File: config.mk
export PLATFORM = sky130hd
export DESIGN_NAME = mds_sequencer
export DESIGN_NICKNAME = d
export VERILOG_FILES = /design/src/rtl/mds_pkg.sv /design/src/rtl/mds_sequencer.sv /design/src/rtl/mds_decade_chain.sv
export SDC_FILE = /design/constraint.sdc
export NUM_CORES = 1
export LEC_CHECK = 0
export ABC_AREA = 1
export BUFFER_PORTS_ARGS = -buffer_cell sky130_fd_sc_hd__buf_2
export CAP_MARGIN = 20
export CORE_MARGIN = 4
export CORE_UTILIZATION = 27
export CTS_BUF_LIST = sky130_fd_sc_hd__clkbuf_8
export DETAILED_ROUTE_END_ITERATION = 10
export RECOVER_POWER = 25
export SYNTH_ARGS = -nofsm -noshare
export SYNTH_HDL_FRONTEND = slang
export SYNTH_SLANG_ARGS = --single-unit
File: constraint.sdc
create_clock -name clock -period 1.85 [get_ports clock]
set_input_delay 0.0925 -clock clock [delete_from_list [all_inputs] [get_ports clock]]
set_output_delay 0.0925 -clock clock [all_outputs]
set_load 0.01 [all_outputs]
File: src/rtl/mds_pkg.sv
// Package with shared constants and types for the measure/display sequencer.
package mds_pkg;
  // Time base rate in hertz.
  localparam int unsigned TB_HZ            = 100000;
  // Transfer pulse length in milliseconds.
  localparam int unsigned XFER_MS          = 70;
  // Transfer pulse length in time-base ticks.
  localparam int unsigned XFER_TICKS       = (TB_HZ / 1000) * XFER_MS;
  // Shortest and longest display period in milliseconds.
  localparam int unsigned DISP_MIN_MS      = 200;
  localparam int unsigned DISP_MAX_MS      = 7000;
  // Display period bounds in time-base ticks.
  localparam int unsigned DISP_MIN_TICKS   = (TB_HZ / 1000) * DISP_MIN_MS;
  localparam int unsigned DISP_MAX_TICKS   = (TB_HZ / 1000) * DISP_MAX_MS;
  // Width of the display and transfer counters.
  localparam int unsigned TMR_W            = 20;
  // Number of divider decades and digits in the preset.
  localparam int unsigned N_DEC            = 5;
  // Divider preset after reset in automatic sampling, as five bcd digits.
  localparam logic [19:0] PRESET_AUTO      = 20'h87033;
  // Divider preset after reset in stop mode.
  localparam logic [19:0] PRESET_STOP      = 20'h00033;
  // Highest digit value of a decade.
  localparam logic [3:0]  DIGIT_MAX        = 4'h9;
  // Selectable sample period codes: tap of the divider chain.
  localparam logic [2:0]  TAP_MAX          = 3'h4;

  // Sequencer states, one-hot.
  typedef enum logic [4:0] {
    MDS_WAIT    = 5'b00001,
    MDS_SAMPLE  = 5'b00010,
    MDS_XFER    = 5'b00100,
    MDS_DISPLAY = 5'b01000,
    MDS_INHIBIT = 5'b10000
  } mds_state_t;
endpackage : mds_pkg

File: src/rtl/mds_sequencer.sv
// Measurement/display sequencer: gate, transfer, display period and reset.
//
// Summary of operation
// - Gate opens and closes on tap rising edges.
// - Transfer pulse of 70 ms copies count.
// - Transfer used only when store is selected.
// - Display period 0.2-7 s blocks new starts.
// - External hold freezes display and outputs.
// - Display end issues one reset pulse.
// - Timer held in measurement enable until a start arrives.
// - Manual start/stop bypasses automatic time base.
// - Stop mode: external reset enables one measurement.
// - Two record commands: one during sample, one during display.
// - Time base internal or external 100 kHz.
// - Five decade dividers, each divides by ten.
// - Reset presets dividers 87033 or 00033.
`timescale 1ns/10ps
`default_nettype none
module mds_sequencer (
  input  wire logic        clock,                    // 250 MHz system clock.
  input  wire logic        resetn,                   // Asynchronous reset, active low.
  input  wire logic        aclk_unused_tie,          // Spare input, not used.
  // AXI4-Lite slave.
  input  wire logic [7:0]  s_axi_awaddr,             // Write address.
  input  wire logic        s_axi_awvalid,            // Write address valid.
  output logic             s_axi_awready,            // Write address ready.
  input  wire logic [31:0] s_axi_wdata,              // Write data.
  input  wire logic [3:0]  s_axi_wstrb,              // Write strobes.
  input  wire logic        s_axi_wvalid,             // Write data valid.
  output logic             s_axi_wready,             // Write data ready.
  output logic [1:0]       s_axi_bresp,              // Write response.
  output logic             s_axi_bvalid,             // Write response valid.
  input  wire logic        s_axi_bready,             // Write response ready.
  input  wire logic [7:0]  s_axi_araddr,             // Read address.
  input  wire logic        s_axi_arvalid,            // Read address valid.
  output logic             s_axi_arready,            // Read address ready.
  output logic [31:0]      s_axi_rdata,              // Read data.
  output logic [1:0]       s_axi_rresp,              // Read response.
  output logic             s_axi_rvalid,             // Read data valid.
  input  wire logic        s_axi_rready,             // Read data ready.
  // Time base and link pins.
  input  wire logic        ref_tick_int,             // Internal 100 kHz reference level.
  input  wire logic        ref_tick_ext,             // External time-base level.
  input  wire logic        hold_n,                   // External display hold, active low.
  input  wire logic        ext_reset_pulse,          // External reset pulse for stop mode.
  output logic             counter_gate,             // Gate to the first counting decade.
  output logic             store_strobe,             // Copy counter into display storage.
  output logic             display_live,             // Storage bypassed, live count shown.
  output logic             measure_reset,            // Presets dividers, clears counters, overload.
  output logic             record_sample,            // Record command during sample.
  output logic             record_display,           // Record command during display.
  output logic             timebase_out              // Selected time base, for export.
);
  // Register byte addresses.
  localparam logic [7:0] REG_CTRL   = 8'h00;   // Control register.
  localparam logic [7:0] REG_DISP   = 8'h04;   // Display length in ticks.
  localparam logic [7:0] REG_STATUS = 8'h08;   // Sequencer status.
  // Control field positions.
  localparam int CTRL_EXT    = 0;   // Reference source select, 1 = external.
  localparam int CTRL_STORE  = 1;   // 1 = store, 0 = display.
  localparam int CTRL_MANUAL = 2;   // Manual operation.
  localparam int CTRL_START  = 3;   // Manual start (1) or stop (0).
  localparam int CTRL_STOPM  = 4;   // Sampling rate set to stop.
  localparam int CTRL_TAP    = 5;   // Three-bit sample period tap.
  localparam logic [7:0] CTRL_RESET = 8'h02;  // Store selected at reset.
  localparam logic [1:0] RESP_OKAY   = 2'h0;  // Normal answer.
  localparam logic [1:0] RESP_SLVERR = 2'h2;  // Answer to unmapped address.

  logic [7:0]               ctrl;          // Control register.
  logic [mds_pkg::TMR_W-1:0] disp_len;     // Display length setting.
  mds_pkg::mds_state_t      state;         // Sequencer state.
  logic [mds_pkg::TMR_W-1:0] tmr;          // One-shot interval counter.
  logic                     ref_q;         // Selected reference, registered.
  logic                     ref_prev;      // Previous reference level.
  logic                     tick;          // One-cycle time-base enable.
  logic                     tap_level;     // Divider tap level.
  logic                     tap_prev;      // Previous tap level.
  logic                     tap_rise;      // Tap rising edge, the cycle after a tick or preset.
  logic                     armed;         // Stop mode: a start has been allowed.
  logic                     aw_hold;       // Write address captured.
  logic                     w_hold;        // Write data captured.
  logic [7:0]               aw_addr;       // Captured write address.
  logic [31:0]              w_data;        // Captured write data.
  logic [3:0]               w_strb;        // Captured strobes.

  // Decode of a register address, used for both reads and writes.
  function automatic logic addr_ok(input logic [7:0] a);
    addr_ok = (a == REG_CTRL) || (a == REG_DISP) || (a == REG_STATUS);
  endfunction : addr_ok

  // Pick the reference source and make a tick on its rising edge.
  always_ff @(posedge clock or negedge resetn) begin
    if (!resetn) begin
      ref_q    <= 1'b0;
      ref_prev <= 1'b0;
      tick     <= 1'b0;
    end else begin
      ref_q    <= ctrl[CTRL_EXT] ? ref_tick_ext : ref_tick_int;
      ref_prev <= ref_q;
      tick     <= ref_q && !ref_prev;
    end
  end

  // The selected time base is exported from a flip-flop.
  always_ff @(posedge clock or negedge resetn) begin
    if (!resetn) begin
      timebase_out <= 1'b0;
    end else begin
      timebase_out <= ref_q;
    end
  end

  // The chain is preset by the sequencer's own reset pulse.
  mds_decade_chain u_chain (
    .clock      (clock),
    .resetn     (resetn),
    .tick       (tick),
    .preset     (measure_reset),
    .preset_val (ctrl[CTRL_STOPM] ? mds_pkg::PRESET_STOP
                                  : mds_pkg::PRESET_AUTO),
    .tap        (ctrl[CTRL_TAP +: 3]),
    .tap_level  (tap_level)
  );

  // Tap edge detector; tap_prev follows tap_level every cycle, a preset included.
  always_ff @(posedge clock or negedge resetn) begin
    if (!resetn) begin
      tap_prev <= 1'b0;
    end else begin
      tap_prev <= tap_level;
    end
  end
  assign tap_rise = tap_level && !tap_prev;

  // Main sequencer: gate, transfer, display, reset.
  always_ff @(posedge clock or negedge resetn) begin
    if (!resetn) begin
      state         <= mds_pkg::MDS_WAIT;
      tmr           <= '0;
      counter_gate  <= 1'b0;
      store_strobe  <= 1'b0;
      measure_reset <= 1'b0;
    end else begin
      measure_reset <= 1'b0;
      case (state)
        mds_pkg::MDS_WAIT: begin
          // Timer held in measurement enable until a start arrives.
          // In stop mode an external reset pulse also resets the chain.
          if (!ctrl[CTRL_MANUAL] && ctrl[CTRL_STOPM] && ext_reset_pulse) begin
            measure_reset <= 1'b1;
          end
          if (ctrl[CTRL_MANUAL]) begin
            if (ctrl[CTRL_START]) begin
              counter_gate <= 1'b1;
              state        <= mds_pkg::MDS_SAMPLE;
            end
          end else if (tap_rise && (!ctrl[CTRL_STOPM] || armed)) begin
            counter_gate <= 1'b1;
            state        <= mds_pkg::MDS_SAMPLE;
          end
        end
        mds_pkg::MDS_SAMPLE: begin
          // Close on the next tap edge, or on manual stop.
          if (ctrl[CTRL_MANUAL] ? !ctrl[CTRL_START] : tap_rise) begin
            counter_gate <= 1'b0;
            store_strobe <= ctrl[CTRL_STORE];
            tmr          <= '0;
            state        <= mds_pkg::MDS_XFER;
          end
        end
        mds_pkg::MDS_XFER: begin
          // Transfer pulse of fixed length, counted in ticks.
          if (tick) begin
            if (tmr == mds_pkg::TMR_W'(mds_pkg::XFER_TICKS - 1)) begin
              store_strobe <= 1'b0;
              tmr          <= '0;
              state        <= mds_pkg::MDS_DISPLAY;
            end else begin
              tmr <= tmr + 1'b1;
            end
          end
        end
        mds_pkg::MDS_DISPLAY: begin
          // Display period: starts stay blocked; hold extends it.
          if (ctrl[CTRL_STOPM]) begin
            state <= mds_pkg::MDS_INHIBIT;
          end else if (tick && tmr < disp_len) begin
            tmr <= tmr + 1'b1;
          end else if (tmr >= disp_len && hold_n) begin
            measure_reset <= 1'b1;
            state         <= mds_pkg::MDS_WAIT;
          end
        end
        mds_pkg::MDS_INHIBIT: begin
          // Stop mode: bistable stays until the external reset.
          if (ext_reset_pulse && hold_n) begin
            measure_reset <= 1'b1;
            state         <= mds_pkg::MDS_WAIT;
          end
        end
        default: begin
          state <= mds_pkg::MDS_WAIT;
        end
      endcase
    end
  end

  // Stop-mode arming: each external reset allows one start.
  always_ff @(posedge clock or negedge resetn) begin
    if (!resetn) begin
      armed <= 1'b0;
    end else if (ext_reset_pulse) begin
      armed <= 1'b1;
    end else if (state == mds_pkg::MDS_SAMPLE) begin
      armed <= 1'b0;
    end
  end

  // Record commands and the live-display output.
  always_ff @(posedge clock or negedge resetn) begin
    if (!resetn) begin
      record_sample  <= 1'b0;
      record_display <= 1'b0;
      display_live   <= 1'b0;
    end else begin
      record_sample  <= (state == mds_pkg::MDS_SAMPLE);
      record_display <= (state == mds_pkg::MDS_DISPLAY) ||
                        (state == mds_pkg::MDS_INHIBIT);
      display_live   <= !ctrl[CTRL_STORE];
    end
  end

  // AXI write channel: address and data taken in either order.
  always_ff @(posedge clock or negedge resetn) begin
    if (!resetn) begin
      aw_hold <= 1'b0;
      w_hold  <= 1'b0;
      aw_addr <= 8'h00;
      w_data  <= 32'h0;
      w_strb  <= 4'h0;
    end else begin
      if (s_axi_awvalid && s_axi_awready) begin
        aw_hold <= 1'b1;
        aw_addr <= s_axi_awaddr;
      end
      if (s_axi_wvalid && s_axi_wready) begin
        w_hold <= 1'b1;
        w_data <= s_axi_wdata;
        w_strb <= s_axi_wstrb;
      end
      if (aw_hold && w_hold && !s_axi_bvalid) begin
        aw_hold <= 1'b0;
        w_hold  <= 1'b0;
      end
    end
  end
  assign s_axi_awready = !aw_hold;
  assign s_axi_wready  = !w_hold;

  // Register writes and write response.
  always_ff @(posedge clock or negedge resetn) begin
    if (!resetn) begin
      ctrl         <= CTRL_RESET;
      disp_len     <= mds_pkg::TMR_W'(mds_pkg::DISP_MIN_TICKS);
      s_axi_bvalid <= 1'b0;
      s_axi_bresp  <= RESP_OKAY;
    end else begin
      if (s_axi_bvalid && s_axi_bready) begin
        s_axi_bvalid <= 1'b0;
      end else if (aw_hold && w_hold && !s_axi_bvalid) begin
        s_axi_bvalid <= 1'b1;
        s_axi_bresp  <= addr_ok(aw_addr) ? RESP_OKAY : RESP_SLVERR;
        if (aw_addr == REG_CTRL && w_strb[0]) begin
          ctrl <= w_data[7:0];
        end
        if (aw_addr == REG_DISP) begin
          // Clamp the display length to the documented range.
          if (w_data[mds_pkg::TMR_W-1:0] < mds_pkg::TMR_W'(mds_pkg::DISP_MIN_TICKS)) begin
            disp_len <= mds_pkg::TMR_W'(mds_pkg::DISP_MIN_TICKS);
          end else if (w_data[mds_pkg::TMR_W-1:0] > mds_pkg::TMR_W'(mds_pkg::DISP_MAX_TICKS)) begin
            disp_len <= mds_pkg::TMR_W'(mds_pkg::DISP_MAX_TICKS);
          end else begin
            disp_len <= w_data[mds_pkg::TMR_W-1:0];
          end
        end
      end
    end
  end

  // Read channel: one-cycle answer after the address is taken.
  always_ff @(posedge clock or negedge resetn) begin
    if (!resetn) begin
      s_axi_rvalid <= 1'b0;
      s_axi_rdata  <= 32'h0;
      s_axi_rresp  <= RESP_OKAY;
    end else if (s_axi_rvalid) begin
      if (s_axi_rready) begin
        s_axi_rvalid <= 1'b0;
      end
    end else if (s_axi_arvalid) begin
      s_axi_rvalid <= 1'b1;
      s_axi_rresp  <= addr_ok(s_axi_araddr) ? RESP_OKAY : RESP_SLVERR;
      case (s_axi_araddr)
        REG_CTRL:   s_axi_rdata <= {24'h0, ctrl};
        REG_DISP:   s_axi_rdata <= {12'h0, disp_len};
        REG_STATUS: s_axi_rdata <= {25'h0, armed, counter_gate, state};
        default:    s_axi_rdata <= 32'h0;
      endcase
    end
  end
  assign s_axi_arready = !s_axi_rvalid;
endmodule : mds_sequencer
`default_nettype wire

File: src/rtl/mds_decade_chain.sv
// Five presettable decade dividers in series with a selectable output tap.
`timescale 1ns/10ps
`default_nettype none
module mds_decade_chain (
  input  wire logic        clock,       // System clock.
  input  wire logic        resetn,      // Asynchronous reset, active low.
  input  wire logic        tick,        // Time-base enable pulse.
  input  wire logic        preset,      // Loads the preset value.
  input  wire logic [19:0] preset_val,  // Five bcd digits, low digit first.
  input  wire logic [2:0]  tap,         // Selected decade output.
  output logic             tap_level    // Square-wave level at the tap.
);
  logic [3:0] digit [mds_pkg::N_DEC];    // Decade contents.
  logic [mds_pkg::N_DEC:0] carry;        // Carry into each decade.

  assign carry[0] = tick;

  // Each decade counts 0..9 and carries to the next one on wrap.
  genvar g;
  generate
    for (g = 0; g < mds_pkg::N_DEC; g++) begin : g_dec
      assign carry[g+1] = carry[g] && (digit[g] == mds_pkg::DIGIT_MAX);
      always_ff @(posedge clock or negedge resetn) begin
        if (!resetn) begin
          digit[g] <= 4'h0;
        end else if (preset) begin
          digit[g] <= preset_val[4*g +: 4];
        end else if (carry[g]) begin
          digit[g] <= (digit[g] == mds_pkg::DIGIT_MAX) ? 4'h0 : digit[g] + 4'h1;
        end
      end
    end
  endgenerate

  // The tap is high for digits 5..9, a square wave at a tenth of its input.
  always_comb begin
    tap_level = (digit[(tap > mds_pkg::TAP_MAX) ? mds_pkg::TAP_MAX : tap] >= 4'h5);
  end
endmodule : mds_decade_chain
`default_nettype wire

==> impl_metrics.yaml, run 1 <==
die:
  die_y_um: 174.2
  initial_core_util_pct: 27.58
  dieArea_mm2: 0.03033
  die_w_um: 174.2
  io_pins: 112
  fp.coreArea_mm2: 0.02703
  num_rows: 60
setup_path:
  worstPathRequired_ns: 2.20
  rrSetupSlack_ns: -0.11
  crit_path_end: "tmr[14]"
  cp-start-kind: "register"
  r2r_start: "disp_len[14]"
  critPathMaxFanout: 25
  critPathCaptureType: "register"
  reg2reg_depth: 13
  arrival_ns: 2.31
  reg2reg_to: "tmr[14]"
  worstSetupPathType: "reg2reg"
  startpoint: "disp_len[14]"
global_routing:
  grt_max_degree: 48
  use_met1_pct: 19.52
  grt_overflow: 0
  grt.busiest_layer: "met2"
  globalRouteTotalUtil_pct: 13.97
  globalRouteMet3Util_pct: 3.393
  gr-usage-met2_pct: 21.93
  antenna_found_initial: 0
  grt_pass1_vias: 6769
  grt_pass1_wl_mm: 34.63
yosys:
  synth.avg_cell_area_um2: 8.319
  synth_top_family_by_area: "simple AND/OR/NAND/NOR gates"
  synthArstFlopShare_pct: 100.0
  syn_inst: 896
  synthSimpleGateAreaFrac_pct: 21.74
  yosysSeqAreaShare_pct: 46.79
  synth-seq-cells: 139
  synth.distinct_cells: 52
  synthFlopType: "dfrtp_1"
  synthMuxAreaShare_pct: 2.233
  synthXorXnorAreaFrac_pct: 2.233
  ys_warn_count: 0
  synth_compound_area_share_pct: 13.73
  synth_fa_ha_area_share_pct: 3.861
  syn_area_mm2: 0.007453
  synth_edf_count: 0
sta:
  hold_viol: 0
  finClkSkew_ns: 0.01359
  rsz0062_at_grt: "true"
  fmax_mhz: 509.3
  worst_pin_slew_ns: 1.182
  finalWorstSetupSlack_ns: -0.1134
  setup_violations: 24
  finalCriticalPeriod_ns: 1.963
  timing.final.crit_share_pct: 106.1
  slew_viol_final: 0
  slew_headroom_pct: 21.20
placed_design:
  dp_worst_setup_slack_ns: -0.2071
  place_inst: 1411
  io_buffers: 81
  gp_congestion: 0.8958
  hpwl_mm: 15.73
routing:
  firstDrtPassIters: 7
  ant_nets: 0
  drtIter0Drc: 465
  drc: 0
  post_drt_wl_per_cell_um: 14.02
  via_per_inst: 4.610
  routed_wl_mm: 20.83
  num_vias: 6850
final_layout:
  syn_to_final_growth_pct: 34.20
  layout.nets: 1219
  instances_no_fill: 1486
  insertedDiodeCount: 0
  drive_above_1_share_pct: 28.30
  fill_cells: 2762
clock_tree:
  cts.sinks: 139
  clock_latency_ns: 0.46
  h-tree-depth: 4
  cts_buffers: 17
  path_clk_slew_ns: 0.08
  cts_root_buffer: "clkbuf_8"
  clockBufferDepth: 2
  cts_tree: "done"
hold_path:
  min_path_type: "in2reg"
flow_run:
  maxCapViolCount: 0
pwr:
  p_leak_uw: 0.004852
  vdd_drop_max_uv: 481.7
  power.density_mw_per_mm2: 1219
status:
  violations: "setup timing"
  status: "finished, violations left"
power by group:
group / switching [uW] / internal (uW)
clock network: 1220 / 1250
registers: 613 / 3970
logic: 2950 / 2190
total: 4790 / 7410
cell families (layout without fill, tap and decap cells):
group	after synthesis	count (layout)
other	1	14
flip-flops	139	139
buffers and inverters	163	399
AO/OA/AOI/OAI	173	173
AND/OR/NAND/NOR	363	363
multiplexers	15	15
XOR/XNOR	19	19
adder cells (fa/ha/maj)	23	23
state kept, by name (all words and copies together) (netlist names), 5 cells and up:
signal,count
u_chain.digit,20
w_data,20
s_axi_rdata,20
ctrl,8
aw_addr,8
state,5
tmr,20
disp_len,20
layout make-up:
class / count / area (um2) / share of cell area [%]
inverter: 130 / 500.5 / 5.004
sequential: 139 / 3487 / 34.86
clock buffer: 19 / 261.5 / 2.614
tap: 341 / 426.7 / 4.266
clock inverter: 13 / 126.4 / 1.263
multi-input combinational: 607 / 3497 / 34.96
timing repair buffer: 237 / 1703 / 17.03
critical path, cell delays in order (launching register included):
cell      delay, ns
dfstp_2        0.54
inv_2          0.05
ha_4           0.25
nand2_2        0.05
nor2_1         0.08
nand2_1        0.08
nor2_2         0.12
nand2_1        0.08
nand4_1        0.11
nand2_2        0.07
nand3_4        0.12
clkinv_8       0.15
nand2_1        0.08
o21ai_0        0.07
stage by stage:
step           util, %  hold slack [ns]  area, um2  total power, uW  TNS, ns
2_1_floorplan        -          -0.2031       7582             7393  -0.5462
3_3_place_gp     33.66          0.06332       9097             9294   -2.980
3_5_place_dp     33.66          0.06741       9097             9390   -3.852
4_1_cts          36.75          0.08696       9932            12130   -2.204
5_1_grt          37.01           0.1145      10000            13160   -6.085
6_report         37.01           0.1131      10000            12190   -1.669
cell usage after synthesis (all sizes together), types with 2 or more instances:
library cell,n,area [um2]
o21bai,3,22.52
inv,129,484.2
nand3,39,207.7
mux2,13,146.4
nor3,16,85.08
nor4,8,86.33
a22oi,2,15.01
xnor2,3,26.28
ha,23,287.8
dfrtp,132,3303
dfstp,7,183.9
nand2,189,719.4
nor2,78,302.8
nand4,23,143.9
nand3b,6,45.04
clkbuf,15,56.30
a31oi,5,31.28
o21ai,73,399.1
xor2,16,140.1
a21oi,51,255.2
buf,18,148.9
o32ai,6,52.55
mux2i,2,20.02
o221ai,2,17.52
a32oi,2,17.52
o31ai,14,105.1
nor3b,2,15.01
o22ai,9,56.30
what timing repair did:
action,4_1_cts,5_1_grt
setup endpoints to repair,28,48
pin swaps,10,6
hold buffers,36,0
setup buffers,3,4
endpoints found under the hold margin,150,0
resized for setup,16,24
how the worst min path moves through the flow:
stage | slack [ns] | endpoint | cells past startpoint | startpoint
floorplan | -0.20 | armed | 0 | resetn
global placement | 0.06 | u_chain.digit[6] | 1 | resetn
finish | 0.11 | w_hold | 4 | s_axi_wvalid
detailed placement | 0.07 | u_chain.digit[4] | 1 | resetn
CTS | 0.09 | w_hold | 4 | s_axi_wvalid
global route | 0.11 | w_hold | 4 | s_axi_wvalid
layer usage:
layer / share of wire, % / vias up
met4: 1.2 / 0
li1: - / 3423
met3: 4.5 / 23
met1: 48 / 3253
met5: 0 / -
met2: 46 / 151
placed cells by master (no fill, tap or decap), types with 7 or more instances in the layout:
cell type,instances
nand4_1,23
dfstp_2,7
o22ai_1,9
a21oi_1,49
o21ai_1,7
xor2_1,16
mux2_2,13
buf_2,80
o21ai_0,54
o31ai_1,14
clkbuf_8,19
dfrtp_1,132
dlygate4sd3_1,36
o21ai_2,12
conb_1,14
nand2_1,169
nor2_2,10
nand2_2,19
buf_4,115
inv_1,119
inv_2,11
nor3_1,14
nand3_1,37
nor2_1,66
ha_1,18
Power figures use the tool's default switching activity.
==> run 2: changes to the inputs <==
--- a/config.mk
+++ b/config.mk
@@ -9,9 +9,10 @@
 export BUFFER_PORTS_ARGS = -buffer_cell sky130_fd_sc_hd__buf_2
 export CAP_MARGIN = 20
 export CORE_MARGIN = 4
-export CORE_UTILIZATION = 27
+export CORE_UTILIZATION = 54
 export CTS_BUF_LIST = sky130_fd_sc_hd__clkbuf_8
 export DETAILED_ROUTE_END_ITERATION = 10
+export PLACE_DENSITY = 0.79
 export RECOVER_POWER = 25
 export SYNTH_ARGS = -nofsm -noshare
 export SYNTH_HDL_FRONTEND = slang
==> impl_metrics.yaml, run 2 (same netlist as run 1, synthesis figures left out) <==
routing:
  firstDrtPassIters: 7
  drtIter0Drc: 850
  drc: 0
  post_drt_wl_per_cell_um: 17.82
  routed_wl_mm: 23.51
  via_per_inst: 5.716
  ant_nets: 0
  num_vias: 7540
clock_tree:
  h-tree-depth: 4
  clock_latency_ns: 0.47
  cts.sinks: 139
  clockBufferDepth: 2
  cts_root_buffer: "clkbuf_8"
  cts_buffers: 17
  path_clk_slew_ns: 0.10
  cts_tree: "done"
final_layout:
  syn_to_final_growth_pct: 33.96
  utilization_pct: 74.51
  mostFrequentLayoutCells: "nand2_1 (159), dfrtp_1 (132), inv_1 (118)"
  instances_no_fill: 1319
  drive_above_1_share_pct: 30.01
  layout.nets: 1217
  final_common_cell: "nand2_1"
  fill_cells: 901
  insertedDiodeCount: 0
pwr:
  vdd_drop_max_uv: 936.1
  p_leak_uw: 0.004906
  power.density_mw_per_mm2: 1313
die:
  die_w_um: 125.5
  num_rows: 42
  io_pins: 112
  dieArea_mm2: 0.01575
  fp.coreArea_mm2: 0.01340
  initial_core_util_pct: 55.62
  die_y_um: 125.5
setup_path:
  cp_common_cell: "nand2_2"
  cp-start-kind: "register"
  crit_buf_inv: 3
  worstSetupPathType: "reg2reg"
  worstPathRequired_ns: 2.21
  critPathMaxFanout: 7
  arrival_ns: 2.57
  cp.depth: 14
  reg2reg_depth: 14
  cp_slowest_cell: "dfstp_2"
  cp_top_family: "simple AND/OR/NAND/NOR gates"
  crit_chain: "inv_1, ha_4, nand2_1, nor2_1, nand2_2, nor2_4, nand2_2, nand4_1, nand2_2, nand3_4, buf_12, clkinv_16, nand2_1, o21ai_1"
  slowest_delay_ns: 0.54
  critPathCaptureType: "register"
sta:
  finClkSkew_ns: 0.01575
  finalWorstSetupSlack_ns: -0.3618
  worst_pin_slew_ns: 1.334
  timing.setup.tns_ns: -7.389
  hold_viol: 0
  rsz0062_at_grt: "true"
  setup_violations: 24
  slew_headroom_pct: 11.07
  fmax_mhz: 452.1
  slew_viol_final: 0
  timing.final.crit_share_pct: 119.6
  finalCriticalPeriod_ns: 2.212
global_routing:
  grt_overflow: 0
  grt_pass1_vias: 7231
  grt_max_degree: 53
  grt_pass1_wl_mm: 36.00
  globalRouteTotalUtil_pct: 28.31
  antenna_found_initial: 0
status:
  violations: "setup timing"
  status: "finished, violations left"
placed_design:
  place_inst: 1238
  io_buffers: 81
  gp_congestion: 0.9885
  hpwl_mm: 14.55
flow_run:
  maxCapViolCount: 0
hold_path:
  holdPathStages: 3
  min_path_type: "in2reg"
[run 2: worst paths after layout]
kind / slack, ns / end / startpoint
max in group asynchronous: 0.29 / s_axi_rdata[18] / resetn
min in group asynchronous: 0.46 / w_data[1] / resetn
min: 0.11 / aw_hold / s_axi_awvalid
min reg2reg: 0.39 / timebase_out / ref_q
max: -0.36 / tmr[18] / disp_len[5]
max reg2reg: -0.36 / tmr[18] / disp_len[5]
[run 2: timing repair]
item                       in CTS  in global routing
hold endpoints to repair      124                  0
setup endpoints to repair      27                 53
pin swaps                      17                 19
gates resized for setup        23                 54
hold buffers                   37                  0
gates cloned                    2                  1
buffers inserted                7                  4
[run 2: report_power, final]
group          leakage (uW)  total [uW]  switching [uW]  internal [uW]
sequential          0.00176        4680             713           3970
combinational       0.00295        5930            3460           2470
clock              0.000193        2500            1390           1110
[run 2: through the flow]
stage | hold slack, ns | instance area (um2) | total power (uW) | setup slack, ns
5_1_grt | 0.1689 | 9985 | 13850 | -0.4400
3_3_place_gp | 0.07941 | 8831 | 9086 | -0.2190
4_1_cts | 0.1052 | 9799 | 12360 | -0.2155
6_report | 0.1120 | 9985 | 13100 | -0.3618
2_1_floorplan | -0.2031 | 7582 | 7393 | -0.04883
3_5_place_dp | 0.07947 | 8831 | 9278 | -0.2826
[run 2: area by class of cell]
cell class,instances,area [um2],area share (%)
Timing Repair Buffer,233,1708,17.11
Clock buffer,17,234.0,2.343
Inverter,130,514.2,5.150
Sequential cell,139,3487,34.92
Multi-Input combinational cell,607,3642,36.48
Tap cell,176,220.2,2.206
Timing Repair inverter,2,27.53,0.2757
Clock inverter,15,151.4,1.516
[run 2: worst register-to-register path, cell delays in order (launching register included)]
cell	delay (ns)
dfstp_2	0.54
inv_1	0.08
ha_4	0.28
nand2_1	0.07
nor2_1	0.14
nand2_2	0.09
nor2_4	0.12
nand2_2	0.07
nand4_1	0.12
nand2_2	0.09
nand3_4	0.12
buf_12	0.18
clkinv_16	0.08
nand2_1	0.06
o21ai_1	0.07
[run 2: routing by layer]
layer / routed length [um] / vias to the layer above / global-route usage (%)
li1: - / 3425 / -
met1: 8969 / 3513 / 35.90
met2: 11480 / 475 / 47.26
met3: 1902 / 127 / 5.757
met4: 1156 / 0 / 12.12
met5: 0 / - / 0
